==> config.mk <==
export PLATFORM = sky130hd
export DESIGN_NAME = soc_cmd_handler
export DESIGN_NICKNAME = d
export VERILOG_FILES = /design/src/soc_pkg.sv /design/src/soc_reply_if.sv /design/src/soc_port.sv /design/src/soc_tx.sv /design/src/soc_cmd_handler.sv
export VERILOG_INCLUDE_DIRS = /design/src
export SDC_FILE = /design/constraint.sdc
export NUM_CORES = 1
export LEC_CHECK = 0
export ABC_AREA = 1
export BUFFER_PORTS_ARGS = -buffer_cell sky130_fd_sc_hd__buf_4
export CORE_UTILIZATION = 25
export DETAILED_ROUTE_END_ITERATION = 16
export HOLD_SLACK_MARGIN = 0.08
export SLEW_MARGIN = 15
export SYNTH_ARGS = -nofsm -noshare
export SYNTH_HDL_FRONTEND = slang
export SYNTH_SLANG_ARGS = --single-unit
==> constraint.sdc <==
create_clock -name clk -period 2.3 [get_ports clk]
set_clock_uncertainty 0.1 [all_clocks]
set_input_delay 0.115 -clock clk [delete_from_list [all_inputs] [get_ports clk]]
set_output_delay 0.115 -clock clk [all_outputs]
set_load 0.05 [all_outputs]
==> src/soc_params.svh <==
/*
  Constants of the switch output command handler: register offsets, field
  positions, reset values, ASCII codes and reply lengths.
  Assumes inclusion by bare name from every file that needs a figure.
*/
// Function
// - The gate-activate character opens the reading gate, which stays open until a close source ends it.
// - The gate-deactivate character closes the gate at once and gets no reply.
// - A gate closed by command emits its read result at once without waiting for a trigger.
// - A gate closed by command reports a failed read, as no success criterion was met.
// - The single-port activate form names port 1 or 2, drives it active and gets no reply.
// - Port states are logical levels passed through each port's inversion, so inverted high gives 0 V.
// - The query reports both ports, showing output ports at the state set by command.
// - The query shows low as 0, high as 1, and an input or passive port by its role letter.
// - The set form takes optional per-port fields of 0 or 1 and applies each as that port's logical state.
// - The set form silently ignores values for ports not set up as switching output.
// - The set form is answered with a two-digit code: 00 ok, 01 syntax, 02 parameter, 03 other error.
`ifndef SOC_PARAMS_SVH
`define SOC_PARAMS_SVH

// ----------------------------------------------------------------
// Register map
// ----------------------------------------------------------------
`define SOC_ADDR_CTRL      4'h0
`define SOC_ADDR_STATUS    4'h4
`define SOC_ADDR_INTSTAT   4'h8
`define SOC_ADDR_INTMASK   4'hc
`define SOC_CTRL_ROLE1_LSB 0
`define SOC_CTRL_ROLE2_LSB 2
`define SOC_CTRL_INV1      4
`define SOC_CTRL_INV2      5
`define SOC_CTRL_RESET     6'h05
`define SOC_INTMASK_RESET  3'h0
`define SOC_INT_RESULT     0
`define SOC_INT_CMDERR     1
`define SOC_INT_PORTCHG    2

// ----------------------------------------------------------------
// Characters and codes
// ----------------------------------------------------------------
`define SOC_CH_GATE_ON     8'h2b
`define SOC_CH_GATE_OFF    8'h2d
`define SOC_CH_O           8'h4f
`define SOC_CH_A           8'h41
`define SOC_CH_S           8'h53
`define SOC_CH_I           8'h49
`define SOC_CH_P           8'h50
`define SOC_CH_QUERY       8'h3f
`define SOC_CH_SPACE       8'h20
`define SOC_CH_EQ          8'h3d
`define SOC_CH_SEMI        8'h3b
`define SOC_CH_CR          8'h0d
`define SOC_CH_LF          8'h0a
`define SOC_CH_ZERO        8'h30
`define SOC_CH_ONE         8'h31
`define SOC_CH_TWO         8'h32
`define SOC_CODE_OK        8'h30
`define SOC_CODE_SYNTAX    8'h31
`define SOC_CODE_PARAM     8'h32
`define SOC_CODE_OTHER     8'h33
`define SOC_QUERY_LEN      5'd13
`define SOC_ACK_LEN        5'd6
`define SOC_MAX_LINE       6'd32

`endif

==> src/soc_pkg.sv <==
/*
  Types of the switch output command handler.
  Assumes soc_params.svh for all figures.
*/
package soc_pkg;

  typedef enum logic [1:0] {
    SOC_ROLE_IN      = 2'h0,
    SOC_ROLE_OUT     = 2'h1,
    SOC_ROLE_PASSIVE = 2'h2
  } soc_role_t;

  typedef enum logic [11:0] {
    SOC_IDLE    = 12'h001,
    SOC_GOT_O   = 12'h002,
    SOC_GOT_A   = 12'h004,
    SOC_ACT     = 12'h008,
    SOC_QRY     = 12'h010,
    SOC_FLD_S   = 12'h020,
    SOC_FLD_N   = 12'h040,
    SOC_FLD_EQ  = 12'h080,
    SOC_FLD_V   = 12'h100,
    SOC_FLD_SEP = 12'h200,
    SOC_ERR     = 12'h400,
    SOC_SKIP    = 12'h800
  } soc_state_t;

endpackage

==> src/soc_reply_if.sv <==
/*
  Carrier between the command parser and the reply serialiser.
  Assumes one clock; start is a one-cycle pulse taken only while busy is low.
*/
`timescale 1ns/10ps
interface soc_reply_if #(
  parameter int MAX_BYTES = 16
);
  logic                   start;
  logic [8*MAX_BYTES-1:0] msg;
  logic [4:0]             len;
  logic                   busy;

  modport src (output start, output msg, output len, input busy);
  modport snk (input start, input msg, input len, output busy);
endinterface

==> src/soc_port.sv <==
/*
  One switching port: applies inversion to the logical state, drives the pin
  only in output role, synchronises the pin level back.
  Assumes the pin wire is resolved outside from pinOe.
*/
`timescale 1ns/10ps
module soc_port
  import soc_pkg::*;
(
  input  wire logic      clk,
  input  wire logic      rstn,
  input  wire soc_role_t role,
  input  wire logic      invert,
  input  wire logic      logicState,
  input  wire logic      pinIn,
  output logic           pinOut,
  output logic           pinOe,
  output logic           pinSync
);
  logic pinMeta;
  wire  isOut = (role == SOC_ROLE_OUT);

  always_ff @(posedge clk or negedge rstn) begin
    if (!rstn) begin
      pinOut  <= 1'b0;
      pinOe   <= 1'b0;
      pinMeta <= 1'b0;
      pinSync <= 1'b0;
    end else begin
      pinOut  <= logicState ^ invert;
      pinOe   <= isOut;
      pinMeta <= pinIn;
      pinSync <= pinMeta;
    end
  end
endmodule

==> src/soc_tx.sv <==
/*
  Reply serialiser: sends a message of up to MAX_BYTES characters, first byte
  in the low lane, over a valid/ready byte stream.
  Assumes the sink may stall txReady for any time.
*/
`timescale 1ns/10ps
module soc_tx #(
  parameter int MAX_BYTES = 16
) (
  input  wire logic   clk,
  input  wire logic   rstn,
  soc_reply_if.snk    rep,
  output logic [7:0]  txData,
  output logic        txValid,
  input  wire logic   txReady
);
  logic [8*MAX_BYTES-1:0] shift;
  logic [4:0]             left;

  if (MAX_BYTES < 13 || MAX_BYTES > 31) begin : g_chk
    $error("soc_tx: MAX_BYTES must lie in 13..31");
  end

  wire take = txValid && txReady;
  wire last = take && (left == 5'd1);

  assign rep.busy = txValid;
  assign txData   = shift[7:0];

  always_ff @(posedge clk or negedge rstn) begin
    if (!rstn) begin
      shift   <= '0;
      left    <= 5'd0;
      txValid <= 1'b0;
    end else if (rep.start && !txValid && rep.len != 5'd0) begin
      shift   <= rep.msg;
      left    <= rep.len;
      txValid <= 1'b1;
    end else if (take) begin
      shift   <= {8'h00, shift[8*MAX_BYTES-1:8]};
      left    <= left - 5'd1;
      txValid <= !last;
    end
  end
endmodule

==> src/soc_cmd_handler.sv <==
/*
  Switch output command handler: parses ASCII online commands for the reading
  gate and the two switching ports, drives the ports, answers queries and set
  requests, and holds a small register file with an interrupt.
  Assumes command bytes come from logic on clk; the pins come from outside.
*/
`timescale 1ns/10ps
`include "soc_params.svh"
module soc_cmd_handler
  import soc_pkg::*;
(
  input  wire logic        clk,
  input  wire logic        rstn,
  // Command stream
  input  wire logic [7:0]  rxData,
  input  wire logic        rxValid,
  output logic             rxReady,
  output logic [7:0]       txData,
  output logic             txValid,
  input  wire logic        txReady,
  // Gate close sources and read outcome from the decoder
  input  wire logic        closeEvent,
  input  wire logic        successfulReadCriterion,
  output logic             gateOpen,
  output logic             resultValid,
  output logic             failedReadResult,
  // Switching ports
  input  wire logic [1:0]  portIn,
  output logic [1:0]       portOut,
  output logic [1:0]       portOe,
  // Register port
  input  wire logic [3:0]  regAddr,
  input  wire logic [31:0] regWdata,
  input  wire logic        regWr,
  input  wire logic        regRd,
  output logic [31:0]      regRdata,
  output logic             irq
);
  // ----------------------------------------------------------------
  // Registers
  // ----------------------------------------------------------------
  logic [5:0] ctrl;
  logic [2:0] intStat;
  logic [2:0] intMask;
  logic [1:0] portState;
  logic [1:0] portSync;

  soc_role_t  role [2];
  logic [1:0] inv;
  assign role[0] = soc_role_t'(ctrl[`SOC_CTRL_ROLE1_LSB +: 2]);
  assign role[1] = soc_role_t'(ctrl[`SOC_CTRL_ROLE2_LSB +: 2]);
  assign inv     = {ctrl[`SOC_CTRL_INV2], ctrl[`SOC_CTRL_INV1]};

  wire selCtrl = (regAddr == `SOC_ADDR_CTRL);
  wire selStat = (regAddr == `SOC_ADDR_STATUS);
  wire selInt  = (regAddr == `SOC_ADDR_INTSTAT);
  wire selMask = (regAddr == `SOC_ADDR_INTMASK);

  wire [31:0] statusWord = {26'h0, failedReadResult, portSync, portState, gateOpen};
  // Unmapped offsets read as zero
  wire [31:0] rdMux = selCtrl ? {26'h0, ctrl} :
                      selStat ? statusWord :
                      selInt  ? {29'h0, intStat} :
                      selMask ? {29'h0, intMask} : 32'h0;

  // ----------------------------------------------------------------
  // Parser
  // ----------------------------------------------------------------
  soc_state_t state;
  soc_state_t next_state;
  logic [1:0] pendVal;
  logic [1:0] pendHas;
  logic [1:0] lastPort;
  logic       fieldPort;
  logic [7:0] errCode;
  logic [5:0] lineLen;

  soc_reply_if #(.MAX_BYTES(16)) rep ();

  wire       rxTake  = rxValid && rxReady;
  wire [7:0] ch      = rxData;
  wire       isTerm  = (ch == `SOC_CH_CR) || (ch == `SOC_CH_LF);
  wire       isPort  = (ch == `SOC_CH_ONE) || (ch == `SOC_CH_TWO);
  wire       isDigit = (ch >= `SOC_CH_ZERO) && (ch <= 8'h39);
  wire       isBit   = (ch == `SOC_CH_ZERO) || (ch == `SOC_CH_ONE);
  wire       portIdx = (ch == `SOC_CH_TWO);
  wire [1:0] portNum = portIdx ? 2'd2 : 2'd1;
  wire       tooLong = (lineLen == `SOC_MAX_LINE);

  // Events decoded from the byte now taken
  wire gateOnCmd  = rxTake && state == SOC_IDLE && ch == `SOC_CH_GATE_ON;
  wire gateOffCmd = rxTake && state == SOC_IDLE && ch == `SOC_CH_GATE_OFF;
  wire actDone    = rxTake && state == SOC_ACT && isTerm;
  wire qryDone    = rxTake && state == SOC_QRY && isTerm;
  wire setEmpty   = rxTake && state == SOC_GOT_A && isTerm;
  wire setDone    = rxTake && isTerm && (state == SOC_FLD_S || state == SOC_FLD_SEP);
  wire errDone    = rxTake && isTerm && state == SOC_ERR;
  wire setErrNew  = rxTake && !isTerm && tooLong && state != SOC_ERR && state != SOC_SKIP
                    && state != SOC_IDLE && state != SOC_GOT_O && state != SOC_GOT_A;

  always_comb begin
    next_state = state;
    case (state)
      SOC_IDLE: begin
        if (ch == `SOC_CH_O) begin
          next_state = SOC_GOT_O;
        end else if (!isTerm && ch != `SOC_CH_GATE_ON && ch != `SOC_CH_GATE_OFF) begin
          next_state = SOC_SKIP;
        end
      end
      SOC_GOT_O: next_state = (ch == `SOC_CH_A) ? SOC_GOT_A : (isTerm ? SOC_IDLE : SOC_SKIP);
      SOC_GOT_A: begin
        if (isPort) begin
          next_state = SOC_ACT;
        end else if (ch == `SOC_CH_QUERY) begin
          next_state = SOC_QRY;
        end else if (ch == `SOC_CH_SPACE) begin
          next_state = SOC_FLD_S;
        end else if (isTerm) begin
          next_state = SOC_IDLE;
        end else begin
          next_state = SOC_SKIP;
        end
      end
      SOC_ACT, SOC_QRY: next_state = isTerm ? SOC_IDLE : SOC_SKIP;
      SOC_FLD_S:   next_state = isTerm ? SOC_IDLE : (ch == `SOC_CH_S ? SOC_FLD_N : SOC_ERR);
      SOC_FLD_N:   next_state = (isPort && portNum > lastPort) ? SOC_FLD_EQ : (isTerm ? SOC_IDLE : SOC_ERR);
      SOC_FLD_EQ:  next_state = (ch == `SOC_CH_EQ) ? SOC_FLD_V : (isTerm ? SOC_IDLE : SOC_ERR);
      SOC_FLD_V:   next_state = isBit ? SOC_FLD_SEP : (isTerm ? SOC_IDLE : SOC_ERR);
      SOC_FLD_SEP: next_state = (ch == `SOC_CH_SEMI) ? SOC_FLD_S : (isTerm ? SOC_IDLE : SOC_ERR);
      SOC_ERR, SOC_SKIP: next_state = isTerm ? SOC_IDLE : state;
      default: next_state = SOC_IDLE;
    endcase
    if (setErrNew) begin
      next_state = SOC_ERR;
    end
  end

  // Error code of the byte that throws the set form into error; a port
  // given out of ascending order counts as a syntax slip
  logic [7:0] next_errCode;
  always_comb begin
    next_errCode = `SOC_CODE_SYNTAX;
    if (setErrNew) begin
      next_errCode = `SOC_CODE_OTHER;
    end else if (state == SOC_FLD_N && isDigit && !isPort) begin
      next_errCode = `SOC_CODE_PARAM;
    end else if (state == SOC_FLD_V && isDigit) begin
      next_errCode = `SOC_CODE_PARAM;
    end
  end

  // A terminator that cuts a field short is a syntax error needing a reply
  wire cutShort = rxTake && isTerm &&
                  (state == SOC_FLD_N || state == SOC_FLD_EQ || state == SOC_FLD_V);
  wire enterErr = rxTake && next_state == SOC_ERR && state != SOC_ERR;

  always_ff @(posedge clk or negedge rstn) begin
    if (!rstn) begin
      state     <= SOC_IDLE;
      pendVal   <= 2'b00;
      pendHas   <= 2'b00;
      lastPort  <= 2'd0;
      fieldPort <= 1'b0;
      errCode   <= `SOC_CODE_OK;
      lineLen   <= 6'd0;
    end else if (rxTake) begin
      state   <= next_state;
      lineLen <= (next_state == SOC_IDLE) ? 6'd0 : (tooLong ? lineLen : lineLen + 6'd1);
      if (state == SOC_GOT_A) begin
        pendHas  <= 2'b00;
        lastPort <= 2'd0;
      end
      if (state == SOC_GOT_A && isPort) begin
        fieldPort <= portIdx;
      end
      if (state == SOC_FLD_N && next_state == SOC_FLD_EQ) begin
        fieldPort <= portIdx;
        lastPort  <= portNum;
      end
      if (state == SOC_FLD_V && isBit) begin
        pendVal[fieldPort] <= (ch == `SOC_CH_ONE);
        pendHas[fieldPort] <= 1'b1;
      end
      if (enterErr) begin
        errCode <= next_errCode;
      end
    end
  end

  // ----------------------------------------------------------------
  // Port states and gate
  // ----------------------------------------------------------------
  logic [1:0] next_portState;
  always_comb begin
    next_portState = portState;
    if (actDone) begin
      // The selector byte of the activate form was kept in fieldPort, since
      // the byte now taken is the terminator
      next_portState[fieldPort] = 1'b1;
    end
    if (setDone) begin
      for (int i = 0; i < 2; i++) begin
        if (pendHas[i] && role[i] == SOC_ROLE_OUT) begin
          next_portState[i] = pendVal[i];
        end
      end
    end
  end

  always_ff @(posedge clk or negedge rstn) begin
    if (!rstn) begin
      portState        <= 2'b00;
      gateOpen         <= 1'b0;
      resultValid      <= 1'b0;
      failedReadResult <= 1'b0;
    end else begin
      portState   <= next_portState;
      resultValid <= 1'b0;
      if (gateOnCmd) begin
        gateOpen <= 1'b1;
      end else if (gateOpen && gateOffCmd) begin
        gateOpen         <= 1'b0;
        resultValid      <= 1'b1;
        failedReadResult <= 1'b1;
      end else if (gateOpen && closeEvent) begin
        gateOpen         <= 1'b0;
        resultValid      <= 1'b1;
        failedReadResult <= !successfulReadCriterion;
      end
    end
  end

  // ----------------------------------------------------------------
  // Replies
  // ----------------------------------------------------------------
  function automatic logic [7:0] soc_query_char(soc_role_t r, logic s);
    soc_query_char = (r == SOC_ROLE_IN)  ? `SOC_CH_I :
                     (r == SOC_ROLE_OUT) ? (s ? `SOC_CH_ONE : `SOC_CH_ZERO) : `SOC_CH_P;
  endfunction

  wire [7:0] ackCode = errDone || cutShort ? (cutShort ? `SOC_CODE_SYNTAX : errCode) : `SOC_CODE_OK;
  wire [103:0] queryMsg = {`SOC_CH_CR, soc_query_char(role[1], portState[1]), `SOC_CH_EQ,
                           `SOC_CH_TWO, `SOC_CH_S, `SOC_CH_SEMI, soc_query_char(role[0], portState[0]),
                           `SOC_CH_EQ, `SOC_CH_ONE, `SOC_CH_S, `SOC_CH_SPACE, `SOC_CH_A, `SOC_CH_O};
  wire [47:0]  ackMsg = {`SOC_CH_CR, ackCode, `SOC_CH_ZERO, `SOC_CH_EQ, `SOC_CH_A, `SOC_CH_O};
  wire sendAck = setDone || setEmpty || errDone || cutShort;

  assign rep.start = qryDone || sendAck;
  assign rep.msg   = qryDone ? {24'h0, queryMsg} : {80'h0, ackMsg};
  assign rep.len   = qryDone ? `SOC_QUERY_LEN : `SOC_ACK_LEN;
  // Bytes stall while a reply drains, so no reply is ever lost
  assign rxReady   = !rep.busy;

  soc_tx #(.MAX_BYTES(16)) u_tx (
    .clk     (clk),
    .rstn    (rstn),
    .rep     (rep.snk),
    .txData  (txData),
    .txValid (txValid),
    .txReady (txReady)
  );

  for (genvar p = 0; p < 2; p++) begin : g_port
    soc_port u_port (
      .clk        (clk),
      .rstn       (rstn),
      .role       (role[p]),
      .invert     (inv[p]),
      .logicState (portState[p]),
      .pinIn      (portIn[p]),
      .pinOut     (portOut[p]),
      .pinOe      (portOe[p]),
      .pinSync    (portSync[p])
    );
  end

  // ----------------------------------------------------------------
  // Register file and interrupt
  // ----------------------------------------------------------------
  wire [2:0] intEvt = {portState != next_portState, sendAck && ackCode != `SOC_CODE_OK, resultValid};

  always_ff @(posedge clk or negedge rstn) begin
    if (!rstn) begin
      ctrl     <= `SOC_CTRL_RESET;
      intMask  <= `SOC_INTMASK_RESET;
      intStat  <= 3'h0;
      regRdata <= 32'h0;
    end else begin
      regRdata <= regRd ? rdMux : 32'h0;
      if (regWr && selCtrl) begin
        ctrl <= regWdata[5:0];
      end
      if (regWr && selMask) begin
        intMask <= regWdata[2:0];
      end
      // Set wins over a write-one clear in the same cycle
      intStat <= (intStat & ~((regWr && selInt) ? regWdata[2:0] : 3'h0)) | intEvt;
    end
  end

  assign irq = |(intStat & intMask);
endmodule

==> results.toml, run 1 <==
[run_status]
status = "complete, no violations"

[worst_setup_path]
critPathTopFamily = "simple AND/OR/NAND/NOR gates"
criticalPathCategory = "reg2reg"
worstPathArrival_ps = 2380
timing.critical_path.fanout_max = 12
timing.critical_path.cells = "nor2_1 > nand2_2 > nor2_4 > nand2_2 > nand2_1 > inv_1 > nand2_1 > a21oi_2 > nand2_4 > inv_8 > nand2_8 > buf_12 > nor2_1 > a31oi_1"
crit_path_max_incr_delay_ps = 570
worst-path-buf-inv = 3
critical-path-slowest-cell = "dfstp_2"
worstSetupEndpointType = "flop"
timing.critical_path.from_type = "flop"
required_ps = 2500

[sta]
grt_setup_unrepaired = "yes"
timing.slew.headroom = 0.6127
final_count_of_hold_timing_violations = 0
timing.fmax_ghz = 0.4581
timing.final.crit_period_ps = 2183
post-route-period-util = 0.9491
drv_slew = 0
worst-slew-pin-transition_ps = 580.9
setup-violations-final = 0
setup_tns_ps = 0

[floorplan]
placement_rows = 62
dieHeight_um = 174.5
die-width_um = 174.5
fp.dieArea_um2 = 30440
io_pins = 104
start_util = 0.2563
core-area_um2 = 29010

[logic_synthesis]
synth-edff-count = 0
netlist.area_leader.share = 0.4812
synth.top_cells.by_count = "nand2_1 (172), dfrtp_1 (143), inv_1 (111)"
syn_avg_cell_area_um2 = 8.173
yosysUniqueCellTypes = 48
synthFlopType = "dfrtp_1"
yosys_warnings = 0
seq_area_frac_synth = 0.4918
synth_largest_area_cell = "dfrtp_1"
synthesized_area_um2 = 7437
post-synth-top-count-cell = "nand2_1"
synthCells = 910
number_of_register_bits_inferred_by_synthesis = 146
synth.top_cells.by_area = "dfrtp_1 (48%), nand2_1 (8.7%), inv_1 (5.6%)"
async_reset_ff_frac = 1.000

[cts]
cts_tree = "built"
clock_tree.buffer_depth = 2
cts_buffers = 17
cts_htree_levels = 4
clock_sinks = 146
cts_root_buf = "clkbuf_16"
clkSlewWorstSetupHoldPaths_ps = 70
clk-insertion-delay-late_ps = 430

[global_route]
global_route_wire_length_before_repair_mm = 29.90
grt_pass1_vias = 5998
antenna_found_initial = 0
grt_max_degree = 60
total_overflow_reported_by_the_global_router = 0
global_route.usage.total = 0.1218

[placed_design]
routabilityCongestion = 0.8836
io_buffer_count = 50
placed_area_um2 = 8372
hpwl_mm = 12.44

[power]
total_leakage_power_uw = 0.004668
power_per_cell_area_nw_per_um2 = 726.4
design_power_total_uw = 6750
vdd.ir_drop.worst_mv = 0.5626

[cells_and_area]
area_growth_pct = 24.95
nets = 1068
diodes = 0
drive_above_1_share = 0.1773
final_design_area_no_fill_um2 = 9293

[route]
routed_wl_mm = 17.84
ant_nets = 0
detail_route.drc_violations = 0
avgViaCountPerCell = 4.389
route.vias.total = 6167
initialDrtViolationCount = 403
firstDrtPassIters = 4
post_drt_wl_per_cell_um = 12.70

[job]
maxCapViolCount = 0

[hold_path]
hold_class = "in2reg"
worst min-delay path: cells and delay by family:
kind	cells	cell delay [ps]
and+or+nand+nor	3	240
buffers and inverters	2	150
AOI/OAI and AO/OA	1	70
layout by cell type, fill, tap and decap left out, drive strengths merged, types with 3 or more instances in the layout:
cell type	instances
dfstp	3
inv	121
dlygate4sd3	24
nor2	101
clkbuf	19
a21oi	19
o22ai	11
nand3	78
a211oi	4
nor3	15
a31oi	12
nand4	26
clkinv	6
nand3b	4
dfrtp	143
clkinvlp	3
conb	27
o211ai	11
ha	6
o31ai	3
buf	95
xor2	5
o21ai	91
nand2	180
repair_timing:
item                                   in CTS  in global routing
setup endpoints to repair                   0                 73
gates resized for setup                     0                 21
endpoints found under the hold margin     133                  0
hold buffers                               24                  0
setup buffers                               0                  3
registers in the layout, indices dropped and copies added, names as in the netlist, 3 cells and up:
signal,flops
u_tx.shift,82
state,12
ctrl,6
lineLen,6
regRdata,6
u_tx.left,5
intMask,3
intStat,3
routing by layer:
layer  GRT usage  wire length [um]
met1      0.1618              8558
met3     0.02778               628
met2      0.1964              8466
met5           0                 0
met4     0.03618               185
per-stage QoR:
step | utilization | worst slack (ps) | std cells | hold slack [ps]
after floorplan | - | 2.413 | 936 | -280.6
after global placement | 0.2886 | 34.36 | 1346 | 37.34
after detailed placement | 0.2886 | 22.08 | 1346 | 45.96
after CTS | 0.3174 | 11.48 | 1402 | 90.21
after global routing | 0.3203 | -28.08 | 1405 | 140.2
final | 0.3203 | 117.2 | 1405 | 94.15
kinds of logic after synthesis:
logic type / synth area share
simple gates: 0.2473
buf+inv: 0.1203
other cells: 0.0005042
xor+xnor: 0.008244
flops: 0.4918
fa+ha+maj: 0.01009
compound gates: 0.1188
mux: 0.003028
cell type report:
cell class                 count  area [um2]
fill                        3110       19720
sequential                   146        3659
multi-input combinational    605        3053
timing repair buffer         119        1045
tap                          384       480.5
inverter                     119       460.4
clock buffer                  19       442.9
clock inverter                13       152.6
path summary, 6_finish.rpt:
kind | end | cells past startpoint | start | slack [ps]
min reg2reg | g_port[1].u_port.pinSync | 0 | g_port[1].u_port.pinMeta | 250
max reg2reg | u_tx.shift[30] | 14 | state[0] | 120
min in group asynchronous | u_tx.shift[6] | 2 | rstn | 130
min | gateOpen | 6 | rxData[2] | 90
max | u_tx.shift[30] | 14 | state[0] | 120
max in group asynchronous | state[0] | 3 | rstn | 1220
power by group:
part	total, uW	switching [uW]	leakage (uW)	internal (uW)
combinational	1060	706	0.00259	354
sequential	2880	121	0.00179	2760
clock	2810	1170	0.000286	1650
total	6750	1990	0.00467	4760
Note: power is estimated with default switching activity, not from simulation.
==> run 2, diff against run 1 <==
--- a/config.mk
+++ b/config.mk
@@ -8,9 +8,10 @@
 export LEC_CHECK = 0
 export ABC_AREA = 1
 export BUFFER_PORTS_ARGS = -buffer_cell sky130_fd_sc_hd__buf_4
-export CORE_UTILIZATION = 25
+export CORE_UTILIZATION = 54
 export DETAILED_ROUTE_END_ITERATION = 16
 export HOLD_SLACK_MARGIN = 0.08
+export PLACE_DENSITY = 0.76
 export SLEW_MARGIN = 15
 export SYNTH_ARGS = -nofsm -noshare
 export SYNTH_HDL_FRONTEND = slang
==> constraint.sdc (replaced) <==
create_clock -name clk -period 2.3 [get_ports clk]
set_clock_uncertainty 0.1 [all_clocks]
set_input_delay 0.115 -clock clk [delete_from_list [all_inputs] [get_ports clk]]
set_output_delay 0.115 -clock clk [all_outputs]
set_load 0.005 [all_outputs]
==> run 2 against run 1 <==
  * Maximum frequency fell by 0.36%
  * Die area fell by 53%
  * Critical path type is now in2reg
  * Worst setup slack got worse by 7.9 ps
  * Wire length fell by 1.1%
  * Core utilization rose by 37 points
  * Sequential share of layout area rose by 0.50 points
  * Final area fell by 1.3%
  * Combinational power fell by 19%
  * Final cell count fell by 15%
  * Largest cell class unchanged
  * Clock power rose by 21%
  * Non-clock buffer count fell by 1
  * Largest power group is now clock
  * First-iteration DRC count fell by 2.0%
==> results.toml, run 2 (synthesized netlist as in run 1, its figures left out) <==
[floorplan]
fp.dieArea_um2 = 14250
die-width_um = 119.4
core-area_um2 = 13350
placement_rows = 42
io_pins = 104
dieHeight_um = 119.4
start_util = 0.5572

[cells_and_area]
fillCellCount = 1039
final_common_cell = "nand2_1"
nets = 1069
biggestRegsByFlops = "u_tx.shift x82, state x12"
number_of_flip_flops_in_the_largest_register = 82
area_growth_pct = 23.33
max_flop_register = "u_tx.shift"
drive_above_1_share = 0.1800
finalNonFillerCells = 1198
final_cell_mix = "nand2_1 (164), dfrtp_1 (143), inv_1 (109)"
diodes = 0

[cts]
cts_tree = "built"
clock_sinks = 146
cts_root_buf = "clkbuf_16"
clk-insertion-delay-late_ps = 420
clock_tree.buffer_depth = 2
cts_buffers = 17
cts_htree_levels = 4
clkSlewWorstSetupHoldPaths_ps = 60

[worst_setup_path]
crit_path_max_incr_delay_ps = 530
r2r_setup_slack_ps = 120
criticalPathCategory = "in2reg"
critical-path-top-cell-by-count = "nand2_1"
timing.critical_path.fanout_max = 4
critPathTopFamily = "buffers and inverters"
worstPathArrival_ps = 2390
required_ps = 2500
timing.critical_path.from_type = "input pin"
critical-path-slowest-cell = "dlygate4sd3_1"
worst-path-buf-inv = 5
timing.critical_path.cells = "dlygate4sd3_1 > buf_4 > nor2_4 > nand3_2 > inv_2 > nand3_2 > inv_2 > ha_1 > a21oi_2 > nand2_1 > nand3_1 > nand2_1 > nand3b_1 > buf_4 > nand2_1 > o21ai_0"
worstSetupEndpointType = "flop"

[sta]
timing.slew.headroom = 0.5196
drv_slew = 0
finalWorstSetupSlack_ps = 109.3
setup_tns_ps = 0
final_count_of_hold_timing_violations = 0
timing.fmax_ghz = 0.4565
worst-slew-pin-transition_ps = 719.5
post_route_worst_hold_slack_ps = 88.79
timing.final.crit_period_ps = 2191
post-route-period-util = 0.9525
setup-violations-final = 0

[global_route]
grt_max_degree = 62
global_route_wire_length_before_repair_mm = 28.52
total_overflow_reported_by_the_global_router = 0
global_route.usage.total = 0.2539
antenna_found_initial = 0
grt_pass1_vias = 6049

[hold_path]
hold_class = "in2reg"

[route]
detail_route.drc_violations = 0
route.vias.total = 6411
firstDrtPassIters = 5
avgViaCountPerCell = 5.351
post_drt_wl_per_cell_um = 14.72
routed_wl_mm = 17.64
ant_nets = 0
initialDrtViolationCount = 395

[placed_design]
dp_worst_setup_slack_ps = 35.60
routabilityCongestion = 0.9228
hpwl_mm = 11.53
io_buffer_count = 50
placed_cells = 1131

[power]
vdd.ir_drop.worst_mv = 0.6173
power_per_cell_area_nw_per_um2 = 778.7
total_leakage_power_uw = 0.004729

[job]
maxCapViolCount = 0

[run_status]
status = "complete, no violations"
## run 2: cell type report
cell class              instances  area [um2]  area share
repair buffers                118        1002      0.1093
clock inverters                13       276.5     0.03015
inverters                     119       456.7     0.04979
well taps                     176       220.2     0.02401
flip-flops and latches        146        3657      0.3987
multi-input cells             607        3107      0.3387
clock buffers                  19       452.9     0.04938
## run 2: stage by stage
step	power, uW	util	cell area [um2]
3_3_place_gp	3669	0.5991	7996
6_report	7143	0.6872	9173
5_1_grt	7407	0.6872	9173
2_1_floorplan	3419	-	7535
3_5_place_dp	3694	0.5991	7996
4_1_cts	7124	0.6740	8996
## run 2: repair_timing
action,CTS,global route
hold buffers,27,0
setup buffers,0,6
resized for setup,0,30
setup endpoints to repair,0,70
endpoints found under the hold margin,154,0
## run 2: worst reg2reg max path, cell delays in order, from the launching register on
cell and delay, ps:
dfstp_2 560, nor2_1 60, nand2_2 110, nor2_4 80, nand2_1 80, nand2_1 100
inv_1 90, nand2_1 60, a21oi_2 170, nand2_4 100, inv_8 130, nand2_4 220
o21ai_0 240
## run 2: worst paths after layout
kind,start,to,cells past startpoint
worst max register to register,state[0],u_tx.shift[80],12
worst max-delay path,rxData[7],state[10],16
min in group asynchronous,rstn,u_tx.shift[14],2
max in group asynchronous,rstn,u_tx.shift[25],3
worst min-delay path,rxData[0],lastPort[1],6
worst min register to register,g_port[0].u_port.pinMeta,g_port[0].u_port.pinSync,0
## run 2: routing by layer
metal	global-route usage	share of wire	up-vias
met5	0	0	-
met4	0.09766	0.020	0
met3	0.05316	0.041	28
met2	0.4215	0.50	165
met1	0.3255	0.44	3098
li1	-	-	3120
## run 2: power breakdown
| group | internal (uW) | switching [uW] |
|---|---|---|
| sequential | 2760 | 125 |
| combinational | 348 | 510 |
| clock | 2310 | 1090 |
| total | 5420 | 1720 |
==> run 3, diff against run 2 <==
==> constraint.sdc (replaced) <==
create_clock -name clk -period 2.7 [get_ports clk]
set_clock_uncertainty 0.1 [all_clocks]
set_input_delay 0.135 -clock clk [delete_from_list [all_inputs] [get_ports clk]]
set_output_delay 0.135 -clock clk [all_outputs]
set_load 0.005 [all_outputs]
==> run 3 against run 2 <==
  * Clock power shrank 37%
  * Critical path depth shrank 6
  * Worst hold slack lost 30 ps
  * Register-to-register slack gained 96 ps
  * Power shrank 26%
  * First-iteration DRC count grew 48%
  * Sequential power shrank 15%
  * Final cell count shrank 1.7%
  * Die area is the same
==> results.toml, run 3 (synthesized netlist as in run 1, its figures left out) <==
[cells_and_area]
finalNonFillerCells = 1178
area_growth_pct = 17.66
max_flop_register = "u_tx.shift"
final_cell_mix = "nand2_1 (169), dfrtp_1 (143), inv_1 (109)"
final_design_area_no_fill_um2 = 8751
drive_above_1_share = 0.1447
number_of_flip_flops_in_the_largest_register = 82
diodes = 0
biggestRegsByFlops = "u_tx.shift x82, state x12"
nets = 1049
final_common_cell = "nand2_1"

[route]
ant_nets = 0
route.vias.total = 6232
firstDrtPassIters = 5
avgViaCountPerCell = 5.290
post_drt_wl_per_cell_um = 13.97
detail_route.drc_violations = 0
initialDrtViolationCount = 584
routed_wl_mm = 16.46

[global_route]
grt_pass1_vias = 5834
global_route_wire_length_before_repair_mm = 27.92
antenna_found_initial = 0
grt_max_degree = 80
total_overflow_reported_by_the_global_router = 0
global_route.usage.total = 0.2483

[floorplan]
placement_rows = 42
io_pins = 104
die-width_um = 119.4
core-area_um2 = 13350
dieHeight_um = 119.4
start_util = 0.5572
fp.dieArea_um2 = 14250

[sta]
post-route-period-util = 0.9201
finalWorstSetupSlack_ps = 215.8
timing.slew.headroom = 0.5048
setup_tns_ps = 0
timing.final.crit_period_ps = 2484
setup-violations-final = 0
final_count_of_hold_timing_violations = 0
worst-slew-pin-transition_ps = 741.8
drv_slew = 0
timing.fmax_ghz = 0.4025
post_route_worst_hold_slack_ps = 58.91

[cts]
post_cts.repair.setup_buffers = 0
clock_tree.buffer_depth = 2
clk-insertion-delay-late_ps = 430
clkSlewWorstSetupHoldPaths_ps = 60
cts_tree = "built"
cts_buffers = 17
cts_root_buf = "clkbuf_16"
clock_sinks = 146
cts_htree_levels = 4

[worst_setup_path]
criticalPathCategory = "reg2reg"
worstPathArrival_ps = 2750
timing.critical_path.from_type = "flop"
timing.critical_path.cells = "inv_1 > nor3_2 > nand2_1 > nor3_2 > or2_2 > nand3_1 > inv_1 > nor2_1 > a31oi_1 > dlygate4sd3_1"
timing.critical_path.fanout_max = 5
worst-path-buf-inv = 3
startpoint = "state[0]"
timing.rr.start = "state[0]"
required_ps = 2960
crit_path_max_incr_delay_ps = 560
worstSetupEndpointType = "flop"
critical-path-slowest-cell = "dfstp_2"
critPathTopFamily = "simple AND/OR/NAND/NOR gates"

[placed_design]
routabilityCongestion = 0.9604
placed_cells = 1115
dp_worst_setup_slack_ps = 274.3
hpwl_mm = 10.87
io_buffer_count = 50
placed_area_um2 = 7864

[job]
maxCapViolCount = 0

[hold_path]
hold_class = "in2reg"
worst_hold_startpoint = "regAddr[1]"

[power]
vdd.ir_drop.worst_mv = 0.4238
total_leakage_power_uw = 0.004524
power_per_cell_area_nw_per_um2 = 604.2

[run_status]
status = "complete, no violations"
-- run 3: cell types whose count changed in the layout (fill, tap and decap cells not counted), sizes merged --
cell	change
buf	-22
bufinv	-8
clkbuf	+4
clkinv	+2
clkinvlp	+3
dlygate4sd3	+4
inv	-1
nand2	-2
-- run 3: path summary, 6_finish.rpt --
| check | end | slack, ps | depth (start not counted) |
|---|---|---|---|
| min in group asynchronous | u_tx.shift[6] | 200 | 2 |
| max in group asynchronous | ctrl[2] | 1500 | 3 |
| max reg2reg | failedReadResult | 220 | 10 |
| min | intMask[2] | 60 | 5 |
| max | failedReadResult | 220 | 10 |
| min reg2reg | g_port[0].u_port.pinSync | 250 | 0 |
-- run 3: report_power, final --
group / internal (uW) / switching (uW) / total [uW] / leakage [uW]
clock network: 1260 / 887 / 2150 / 0.000265
registers: 2350 / 105 / 2450 / 0.00179
logic: 272 / 411 / 684 / 0.00247
-- run 3: worst min-delay path, delay by kind of cell --
| family | cells | cell delay (ps) |
|---|---|---|
| buf+inv | 1 | 80 |
| simple gates | 3 | 270 |
| compound gates | 1 | 60 |
-- run 3: timing repair --
item / in CTS / in global routing
endpoints found under the hold margin: 100 / 0
resized for setup: 0 / 11
endpoints found under the setup margin: 0 / 7
hold buffers: 31 / 0
-- run 3: cell type report --
| cell class | count | area, um2 |
|---|---|---|
| inverter | 119 | 454.2 |
| tap | 176 | 220.2 |
| fill | 1143 | 4597 |
| timing repair buffer | 100 | 857.1 |
| clock inverter | 9 | 56.30 |
| multi-input combinational | 605 | 3018 |
| clock buffer | 23 | 488.0 |
| sequential | 146 | 3657 |
-- run 3: layer usage --
layer | vias to the layer above | track usage | part of all wire
met5 | - | 0 | 0
met2 | 176 | 0.4066 | 0.49
met4 | 0 | 0.07813 | 0.014
met3 | 21 | 0.04885 | 0.048
met1 | 2958 | 0.3327 | 0.45
li1 | 3077 | - | -
-- run 3: through the flow --
step	power, uW	utilization
after detailed placement	3122	0.5891
after floorplan	2913	-
after CTS	5300	0.6532
after global placement	3104	0.5891
final	5287	0.6556
after global routing	5526	0.6556
